## config.mk

```make
export PLATFORM = sky130hd
export DESIGN_NAME = pp_writer
export DESIGN_NICKNAME = d
export VERILOG_FILES = /design/src/pp_pkg.sv /design/src/pp_timer.sv /design/src/pp_writer.sv
export SDC_FILE = /design/constraint.sdc
export NUM_CORES = 1
export LEC_CHECK = 0
export ABC_CLOCK_PERIOD_IN_PS = 3800
export BUFFER_PORTS_ARGS = -buffer_cell sky130_fd_sc_hd__buf_2
export CORE_MARGIN = 3
export CORE_UTILIZATION = 45
export DETAILED_ROUTE_END_ITERATION = 10
export PLACE_DENSITY = 0.69
export SYNTH_ARGS = -nofsm -noshare
export SYNTH_HDL_FRONTEND = slang
export SYNTH_SLANG_ARGS = --single-unit
```

## constraint.sdc

```tcl
create_clock -name clk -period 3.8 [get_ports clk]
set_input_delay 0.76 -clock clk [delete_from_list [all_inputs] [get_ports clk]]
set_output_delay 0.76 -clock clk [all_outputs]
set_load 0.02 [all_outputs]
```

## src/pp_pkg.sv

```systemverilog
package pp_pkg;

   // -----------------------------------------------------------------
   // timing, in nanoseconds as specified, then in clock cycles
   // -----------------------------------------------------------------
   localparam int CLK_PERIOD_NS = 10;
   localparam int T_SETUP_NS    = 2000;   // address, data and ce setup
   localparam int T_DH_NS       = 2000;   // data hold after the pulse
   localparam int T_OES_NS      = 2000;   // oe setup before verify
   localparam int T_PW_NS       = 200000; // program pulse, typical
   localparam int T_OE_NS       = 150;    // data output delay, max
   localparam int T_DF_NS       = 130;    // data output disable, max

   // least times round up, and never below one cycle
   function automatic int cyc_up(input int ns);
      int c;
      c = (ns + CLK_PERIOD_NS - 1) / CLK_PERIOD_NS;
      return (c < 1) ? 1 : c;
   endfunction

   localparam int SYNC_LAT     = 4;   // three flops plus agree stage
   localparam int SETUP_CYC    = cyc_up(T_SETUP_NS);
   localparam int DH_CYC       = cyc_up(T_DH_NS);
   localparam int OES_CYC      = cyc_up(T_OES_NS);
   localparam int PW_CYC       = cyc_up(T_PW_NS);
   localparam int OE_CYC       = cyc_up(T_OE_NS) + SYNC_LAT;
   localparam int DF_CYC       = cyc_up(T_DF_NS);
   localparam int CNT_W        = 16;

   // -----------------------------------------------------------------
   // array layout and pin levels
   // -----------------------------------------------------------------
   localparam int ADDR_W             = 17;
   localparam logic [16:0] ARRAY_TOP = 17'h0f680;
   localparam logic [7:0] BLANK_BYTE = 8'hff;
   localparam logic [2:0] MODE_PROM  = 3'h0;
   localparam logic       STANDBY_INPUT_N_PROM  = 1'b0;
   localparam logic [1:0] PORT6_PROM = 2'h3;

   typedef enum logic {PP_CMD_READ, PP_CMD_PROGRAM} pp_cmd_e;

   typedef enum logic [3:0] {
      PP_IDLE, PP_SETUP, PP_PULSE, PP_HOLD, PP_OES, PP_READ,
      PP_RECOVER, PP_CHECK, PP_DONE
   } pp_state_e;

   typedef struct packed {
      logic        ce_n;
      logic        oe_n;
      logic        pgm_n;
      logic [16:0] addr;
      logic [7:0]  data;
      logic        data_oe;
   } pp_pins_s;

endpackage

```

## src/pp_timer.sv

```systemverilog
`timescale 1ns/1ps
module pp_timer
   import pp_pkg::*;
#(
   parameter int W = CNT_W
) (
   input  wire logic         clk,
   input  wire logic         rst,
   input  wire logic         load,
   input  wire logic [W-1:0] load_val,
   output logic              expired
);

   logic [W-1:0] cnt_q;

   // a load of n expires after exactly n cycles in the timed state
   always_ff @(posedge clk or posedge rst) begin
      if (rst) begin
         cnt_q <= '0;
      end else if (load) begin
         cnt_q <= load_val - W'(1);
      end else if (cnt_q != '0) begin
         cnt_q <= cnt_q - W'(1);
      end
   end

   assign expired = (cnt_q == '0);

endmodule

```

## src/pp_writer.sv

```systemverilog
`timescale 1ns/1ps
module pp_writer
   import pp_pkg::*;
#(
   parameter int PW_CYCLES = PW_CYC,
   parameter int MAX_TRIES = 25
) (
   input  wire logic              clk,
   input  wire logic              rst,
   input  wire logic              req_valid,
   output logic                   req_ready,
   input  wire pp_cmd_e           req_cmd,
   input  wire logic [ADDR_W-1:0] req_addr,
   input  wire logic [7:0]        req_wdata,
   output logic                   rsp_valid,
   output logic [7:0]             rsp_rdata,
   output logic                   rsp_err,
   output logic                   rsp_refused,
   output pp_pins_s               pins,
   input  wire logic [7:0]        prom_data_in,
   output logic [2:0]             mode_select_pins,
   output logic                   standby_input_n,
   output logic [1:0]             port6_sel
);

   pp_state_e          state_q, state_d;
   pp_cmd_e            cmd_q;
   logic [7:0]         s1_q, s2_q, s3_q, din_q;
   logic [7:0]         tries_q;
   logic               tmr_ld, tmr_exp;
   logic [CNT_W-1:0]   tmr_val;
   logic               err_d, ref_d;
   logic               ce_n_q, oe_n_q, pgm_n_q, data_oe_q;
   logic [ADDR_W-1:0]  addr_q;
   logic [7:0]         data_q;

   // -----------------------------------------------------------------
   // fixed mode straps
   // -----------------------------------------------------------------
   // driven constant so the chip stays in programming mode throughout
   assign mode_select_pins = MODE_PROM;
   assign standby_input_n  = STANDBY_INPUT_N_PROM;
   assign port6_sel        = PORT6_PROM;

   // -----------------------------------------------------------------
   // data pin input synchroniser
   // -----------------------------------------------------------------
   // a byte counts only once the second and third stages agree
   always_ff @(posedge clk or posedge rst) begin
      if (rst) begin
         s1_q  <= '0;
         s2_q  <= '0;
         s3_q  <= '0;
         din_q <= '0;
      end else begin
         s1_q <= prom_data_in;
         s2_q <= s1_q;
         s3_q <= s2_q;
         if (s2_q == s3_q) begin
            din_q <= s3_q;
         end
      end
   end

   pp_timer #(.W(CNT_W)) u_timer (
      .clk      (clk),
      .rst      (rst),
      .load     (tmr_ld),
      .load_val (tmr_val),
      .expired  (tmr_exp)
   );

   // -----------------------------------------------------------------
   // sequencer
   // -----------------------------------------------------------------
   // each timed state loads the timer on entry and leaves on expiry
   always_comb begin
      state_d = state_q;
      tmr_ld  = 1'b0;
      tmr_val = CNT_W'(1);
      err_d   = 1'b0;
      ref_d   = 1'b0;
      unique case (state_q)
         PP_IDLE: begin
            if (req_valid) begin
               if (req_cmd == PP_CMD_PROGRAM && req_addr >= ARRAY_TOP) begin
                  state_d = PP_DONE;
                  ref_d   = 1'b1;
               end else if (req_cmd == PP_CMD_PROGRAM &&
                            req_wdata == BLANK_BYTE) begin
                  state_d = PP_DONE;
               end else if (req_cmd == PP_CMD_PROGRAM) begin
                  state_d = PP_SETUP;
                  tmr_ld  = 1'b1;
                  tmr_val = CNT_W'(SETUP_CYC);
               end else begin
                  state_d = PP_OES;
                  tmr_ld  = 1'b1;
                  tmr_val = CNT_W'(OES_CYC);
               end
            end
         end
         PP_SETUP: if (tmr_exp) begin
            state_d = PP_PULSE;
            tmr_ld  = 1'b1;
            tmr_val = CNT_W'(PW_CYCLES);
         end
         PP_PULSE: if (tmr_exp) begin
            state_d = PP_HOLD;
            tmr_ld  = 1'b1;
            tmr_val = CNT_W'(DH_CYC);
         end
         PP_HOLD: if (tmr_exp) begin
            state_d = PP_OES;
            tmr_ld  = 1'b1;
            tmr_val = CNT_W'(OES_CYC);
         end
         PP_OES: if (tmr_exp) begin
            state_d = PP_READ;
            tmr_ld  = 1'b1;
            tmr_val = CNT_W'(OE_CYC);
         end
         PP_READ: if (tmr_exp) begin
            state_d = PP_RECOVER;
            tmr_ld  = 1'b1;
            tmr_val = CNT_W'(DF_CYC);
         end
         PP_RECOVER: if (tmr_exp) begin
            state_d = PP_CHECK;
         end
         PP_CHECK: begin
            // retry the same single byte until it verifies or tries run out
            if (cmd_q == PP_CMD_READ || rsp_rdata == data_q) begin
               state_d = PP_DONE;
            end else if (32'(tries_q) + 1 < MAX_TRIES) begin
               state_d = PP_SETUP;
               tmr_ld  = 1'b1;
               tmr_val = CNT_W'(SETUP_CYC);
            end else begin
               state_d = PP_DONE;
               err_d   = 1'b1;
            end
         end
         PP_DONE: state_d = PP_IDLE;
         default: state_d = PP_IDLE;
      endcase
   end

   always_ff @(posedge clk or posedge rst) begin
      if (rst) begin
         state_q <= PP_IDLE;
      end else begin
         state_q <= state_d;
      end
   end

   // -----------------------------------------------------------------
   // pin drivers, registered from the next state
   // -----------------------------------------------------------------
   // idle leaves all strobes high, a combination that drives nothing
   always_ff @(posedge clk or posedge rst) begin
      if (rst) begin
         ce_n_q    <= 1'b1;
         oe_n_q    <= 1'b1;
         pgm_n_q   <= 1'b1;
         data_oe_q <= 1'b0;
      end else begin
         ce_n_q    <= (state_d == PP_IDLE) || (state_d == PP_DONE);
         oe_n_q    <= (state_d != PP_READ);
         pgm_n_q   <= (state_d != PP_PULSE);
         data_oe_q <= (state_d == PP_SETUP) || (state_d == PP_PULSE) ||
                      (state_d == PP_HOLD);
      end
   end

   // address and byte are latched once per request and held to the end
   always_ff @(posedge clk or posedge rst) begin
      if (rst) begin
         addr_q <= '0;
         data_q <= '0;
         cmd_q  <= PP_CMD_READ;
      end else if (state_q == PP_IDLE && req_valid) begin
         addr_q <= req_addr;
         data_q <= req_wdata;
         cmd_q  <= req_cmd;
      end
   end

   // one driver for the whole carrier, in the struct's field order
   assign pins = {ce_n_q, oe_n_q, pgm_n_q, addr_q, data_q, data_oe_q};

   always_ff @(posedge clk or posedge rst) begin
      if (rst) begin
         tries_q <= '0;
      end else if (state_q == PP_IDLE) begin
         tries_q <= '0;
      end else if (state_q == PP_CHECK && state_d == PP_SETUP) begin
         tries_q <= tries_q + 8'h01;
      end
   end

   // -----------------------------------------------------------------
   // response
   // -----------------------------------------------------------------
   always_ff @(posedge clk or posedge rst) begin
      if (rst) begin
         rsp_rdata   <= '0;
         rsp_err     <= 1'b0;
         rsp_refused <= 1'b0;
      end else begin
         if (state_q == PP_READ && tmr_exp) begin
            rsp_rdata <= din_q;
         end else if (state_q == PP_IDLE && req_valid) begin
            rsp_rdata <= BLANK_BYTE;
         end
         if (state_d == PP_DONE) begin
            rsp_err     <= err_d;
            rsp_refused <= ref_d;
         end
      end
   end

   assign req_ready = (state_q == PP_IDLE);
   assign rsp_valid = (state_q == PP_DONE);

   // -----------------------------------------------------------------
   // checks
   // -----------------------------------------------------------------
   logic [CNT_W-1:0] pw_seen_q;

   always_ff @(posedge clk or posedge rst) begin
      if (rst) begin
         pw_seen_q <= '0;
      end else if (pins.pgm_n) begin
         pw_seen_q <= '0;
      end else begin
         pw_seen_q <= pw_seen_q + CNT_W'(1);
      end
   end
endmodule

```

# ---- Yosys cells after proc, flatten, opt, wreduce, memory -nomap -nowiden
# Index checks and enable logic that the tools add are counted.
dict set report word_totals {
  wordCells 101
  ff_bits 100
}
dict set report op_classes {
  n_mux 42
  eq_ne 17
  n_bitwise 1
  addsub 4
  reduce_logical 18
  n_lt_le_gt_ge 2
}
# operator count
set op_table {}
lappend op_table {{$pmux W15 S6} 1}
lappend op_table {{$mux W8} 10}
lappend op_table {{$mux W4} 12}
lappend op_table {{$mux W16} 2}
lappend op_table {{$pmux W4 S8} 1}
lappend op_table {{$ge A17 B16 Y1 const B} 1}
lappend op_table {{$eq A4 B2 Y1 const B} 4}
lappend op_table {{$eq A4 B3 Y1 const B} 4}
lappend op_table {{$eq A8 B8 Y1} 2}
lappend op_table {{$logic_not A16 Y1} 1}
lappend op_table {{$reduce_bool A16 Y1} 1}
lappend op_table {{$sub A15 B1 Y16 const B} 1}
lappend op_table {{$sub A16 B1 Y16 const B} 1}
lappend op_table {{$mux W15} 1}
lappend op_table {{$mux W1} 12}
lappend op_table {{$add A8 B1 Y9 const B} 1}
lappend op_table {{$lt A9 B5 Y1 const B} 1}
lappend op_table {{$add A8 B1 Y8 const B} 1}
lappend op_table {{$eq A4 B1 Y1 const B} 2}
lappend op_table {{$eq A4 B4 Y1 const B} 2}
lappend op_table {{$eq A8 B8 Y1 const B} 1}
lappend op_table {{$logic_not A4 Y1} 2}
lappend op_table {{$reduce_bool A2 Y1} 3}
lappend op_table {{$logic_and A1 B1 Y1} 5}
lappend op_table {{9 further kinds} 12}

# ---- Depth between registers and ports, before layout
dict set report logic_depth {
  ltp_word 10
  ltp_mapped 16
  ltp_nobuf 15
}

# ---- By module
# From an unflattened synthesis, not the netlist that was laid out.
dict set report hier_totals {
  hier_cells 421
  hier_area_um2 4825.9
}
# module instances seq_area_each_um2 area_each_um2 cells_per_inst
set by_module_without_submodules {}
lappend by_module_without_submodules {pp_writer 1 2105.8 3555.9 285}
lappend by_module_without_submodules {pp_timer 1 400.4 1270.0 136}

# ---- Worst setup path before layout
# No wires, ideal clock.
dict set report synth_timing {
  path_type {reg-to-reg}
  start {reg tries_q[0]}
  end {reg u_timer.cnt_q[8]}
  n_path_buf 0
  t_arrival_ps 3719
  required_time_ps 3679
  setup_slack_ps -40
  setup_time_ps 121
  stages_incl_launch_ff 16
  cell_sequence {dfrtp_1 -> ha_1 -> nor2b_1 -> o32ai_2 -> a2111oi_2 -> o21ai_0 -> o21ai_0 -> nand3_1 -> o21ai_0 -> ha_1 -> or4b_2 -> nor2_1 -> nand4_1 -> nor4_1 -> xnor2_1 -> nor2_1}
}
dict set report synth_between {
  elab_chain_cells 7
  word_cells_on_any_way 11
  cone_classes {2 x add/sub; 1 x order compare; 7 x mux; 1 x reduce/logical}
}
# element line_no
set synth_lines {}
lappend synth_lines {{from (decl)} pp_writer.sv:29} ;# logic [7:0] tries_q;
lappend synth_lines {{from (signal assigned)} pp_writer.sv:198} ;# tries_q <= tries_q + 8'h01;
lappend synth_lines {{$add A8 B1 Y9 *} pp_writer.sv:135} ;# end else if (32'(tries_q) + 1 < MAX_TRIES) begin
lappend synth_lines {{$lt A9 B5 Y1 *} pp_writer.sv:135}
lappend synth_lines {{$mux W8} pp_writer.sv:135}
lappend synth_lines {{$mux W8} pp_writer.sv:133} ;# if (cmd_q == PP_CMD_READ || rsp_rdata == data_q) begin
lappend synth_lines {{$pmux W15 S6} pp_writer.sv:83} ;# unique case (state_q)
lappend synth_lines {{$sub A15 B1 Y16} pp_timer.sv:21} ;# cnt_q <= load_val - W'(1);
lappend synth_lines {{$mux W16} pp_timer.sv:20} ;# end else if (load) begin
lappend synth_lines {{to (signal assigned)} pp_timer.sv:21}
lappend synth_lines {{to (signal assigned)} pp_timer.sv:23} ;# cnt_q <= cnt_q - W'(1);
lappend synth_lines {{to (decl)} pp_timer.sv:14} ;# logic [W-1:0] cnt_q;
# Mark *: on every way between the ends. The rest lies on a longest branch, timed or not.
# A chain may end at the register's enable or synchronous reset.

# ---- Final worst setup path
dict set report layout_timing {
  start {reg tries_q[0]}
  end {reg u_timer.cnt_q[12]}
}
# Same word-level chain as after synthesis.

==> summary.md <==
| Metric | Value |
|---|---|
| Worst slack, placed | -0.0512 ns |
| Lkg Pwr | 0.00251 uW |
| Starting DRT DRC Count | 177 |
| Post-synthesis xor/xnor area fraction | 0.0508 |
| Mux share of post-synthesis cell area | 0.0249 |
| Final ANT Viol Nets | 0 |
| Adder-cell area share of the yosys netlist | 0.00559 |
| Number of global-route vias before repair | 3544 |
| Max-slew headroom at the worst pin | 0.354 |
| Drt drc | 0 |
| Synthesized area | 0.00448 sq mm |
| Core area | 0.00946 sq mm |
| Synth top area share | 0.542 |
| Cells after Synth | 449 |
| Top-count cell post-synth | nand2_1 |
| CTS tree | built |
| Post-synthesis cell type count | 60 |
| Worst path cell trace | ha_4 > nor3b_2 > o32ai_1 > a2111oi_2 > buf_4 > o211ai_4 > and2_4 > a21oi_4 > ha_2 > or4b_4 > nor2_2 > nand4_1 > buf_6 > nor4_2 > xnor2_1 > nor2_1 |
| # diodes | 0 |
| GP Congestion | 0.887 |
| PD cells | 343 mW/mm^2 |
| Flip-flop and latch count after synthesis | 100 |
| CTS HTree Levels | 3 |
| Ys async rst share | 1.00 |
| Placed cell count | 656 |
| Crit Path Class | flop to flop |
| CP Data Required Time | 4.06 ns |
| Tmin final | 3.48 ns |
| Syn_area_per_cell | 9.98 sq um |
| Worst Path Max Fanout | 5 |
| Drt pass-1 iters | 4 |
| Clk_skew | 0.0142 ns |
| Hold Crit Class | flop to flop |
| Boundary Pins | 84 |
| GR Overflow Total | 0 |
| Die X | 106 um |
| CP Capture Type | flop |
| Max Transition Viols Final | 0 |
| CTS sink count | 100 |
| Critical path data arrival time | 3.74 ns |
| Synth Area in Simple Gates | 0.223 |
| Total GRT Usage | 0.189 |
| Register area share after synthesis | 0.559 |
| Worst-margin pin slew | 0.967 ns |
| Fmax | 287 MHz |
| Area Growth Syn to Fin | 19.2% |
| CTS root buf | clkbuf_8 |
| Antenna violations before repair | 0 |
| Final #Nets | 578 |
| Die H | 106 um |
| Max Root-Sink Buffers | 2 |
| Hold Fails Final Rpt | 0 |
| Max-cap viol count | 0 |
| Largest stage delay, worst path | 0.47 ns |
| # rows | 35 |
| WL final | 10.1 mm |
| Via count | 3485 |
| Top cells by area, synth | dfrtp_1, nand2_1, xnor2_1 |
| Startpoint Class | flop |
| Largest family of logic cells by synthesized area | simple AND/OR/NAND/NOR gates |
| Clock Latency Late Sink | 0.37 ns |
| First-pass GRT wire length | 17.1 mm |
| Share of cells above drive strength 1 | 0.287 |
| Vias per Instance | 5.18 |
| Non-Filler Instances | 673 |
| Main flop type after synthesis | dfrtp_1 |
| Die ar. | 0.0112 sq mm |
| Initial Util | 0.474 |
| Final Setup Violations | 0 |
| Synth warn | 0 |
| CTS hold repair buffers | 0 |
| IO Port Bufs | 77 |
| Final HPWL DP | 7.19 mm |
| RSZ-0062 raised after global routing | no |
| Total of fill cells in the finished design | 866 |
| Synth Area in Compound Gates | 0.0955 |
| Num CTS Buffers | 9 |
| WL per Instance | 15.0 um |
| Yosys top cell by area | dfrtp_1 |
| Post-synth top cells | nand2_1, dfrtp_1, nor2_1 |
| Worst-path clk slew | 0.10 ns |
| Final total power | 1830 uW |
| Largest net degree at the start of global routing | 81 |
| Status | completed |
| EDFF count, synth | 0 |
| Setup TNS | 0 ns |
| VDD IR max | 0.000343 V |
| Worst setup margin | 0.320 ns |
| Slowest cell on crit path | or4b_4 |
| Final period util | 0.916 |
worst paths after layout:
kind | end | slack, ns | depth (start not counted) | startpoint
max in group asynchronous | s2_q[0] | 2.46 | 3 | rst
worst max register to register | u_timer.cnt_q[12] | 0.32 | 16 | tries_q[0]
min in group asynchronous | data_q[3] | 0.58 | 2 | rst
worst min-delay path | s2_q[1] | 0.36 | 0 | s1_q[1]
worst min register to register | s2_q[1] | 0.36 | 0 | s1_q[1]
worst max-delay path | u_timer.cnt_q[12] | 0.32 | 16 | tries_q[0]
final cells by class:
cell class	instances	area, sq um	area share
sequential	100	2510	0.469
tap	129	161	0.0302
clock buffer	9	124	0.0232
multi-input combinational	320	1890	0.354
timing repair buffer	100	562	0.105
clock inverter	7	61.3	0.0115
inverter	8	32.5	0.00609
worst max-delay path: cells and delay by family (launching register included):
| family | cells | cell delay (ns) |
|---|---|---|
| xor gates and xnor gates | 1 | 0.15 |
| and+or+nand+nor | 7 | 1.20 |
| buffers and inverters | 2 | 0.35 |
| adders and majority gates | 2 | 0.47 |
| DFF | 1 | 0.43 |
| AOI/OAI and AO/OA | 4 | 0.76 |
cells by family after synthesis:
logic type | count (synthesis)
adder cells (fa/ha/maj) | 2
AO/OA/AOI/OAI | 62
buffers and inverters | 33
multiplexers | 10
flip-flops | 100
AND/OR/NAND/NOR | 214
other | 2
XOR/XNOR | 26
placed cells by master, fill, tap and decap left out, types with 3 or more instances in the layout:
master    synthesis  routed
xor2_1            9       9
nand4_1           7       7
conb_1            2       6
nand2_1         117     117
a21oi_1          12      11
xnor2_1          17      17
a211oi_1          4       4
nand2b_1          4       4
inv_1             8       7
or3_1             6       5
o21ai_0          22      19
mux2_2            9       9
buf_2             3      77
nor3_1            9       8
and3_1            3       3
nor4_2            2       3
inv_6             0       3
o31ai_1           3       3
clkbuf_8          0       9
nor2_1           31      30
nand3_1           4       4
nor4_1            9       7
o21ai_1           2       4
and2_1            4       3
buf_4            10      22
dfstp_2           3       3
dfrtp_1          97      97
routing by layer:
| layer | GRT usage | wire [um] |
|---|---|---|
| met5 | 0 | 0 |
| met4 | 0.0574 | 129 |
| met3 | 0.0527 | 643 |
| met2 | 0.300 | 4820 |
| met1 | 0.254 | 4520 |
stage by stage:
step           instance area (sq um)  hold WS (ns)  utilization
6_report                        5340         0.357        0.565
5_1_grt                         5340         0.360        0.565
4_1_cts                         5290         0.358        0.559
3_5_place_dp                    5070         0.335        0.537
3_3_place_gp                    5070         0.333        0.537
2_1_floorplan                   4500         0.331            -
registers in the layout (all words and copies together), names as in the netlist, 4 cells and up:
register       flops
din_q              8
tries_q            8
state_q            4
s3_q               8
addr_q            17
u_timer.cnt_q     16
rsp_rdata          8
s2_q               8
s1_q               8
data_q             8
repair_timing:
item / in CTS / in global routing
gates resized for setup: 3 / 14
pin swaps: 1 / 5
buffers inserted: 1 / 0
endpoints found under the hold margin: 0 / 0
setup endpoints to repair: 5 / 6
report_power, final:
group          total, uW  switching (uW)  leakage (uW)  internal [uW]
Combinational       74.8            42.9       0.00119           31.9
Sequential          1100            13.3       0.00123           1090
Clock                653             400     0.0000945            253
No activity file was read; power rests on OpenSTA's default activity.
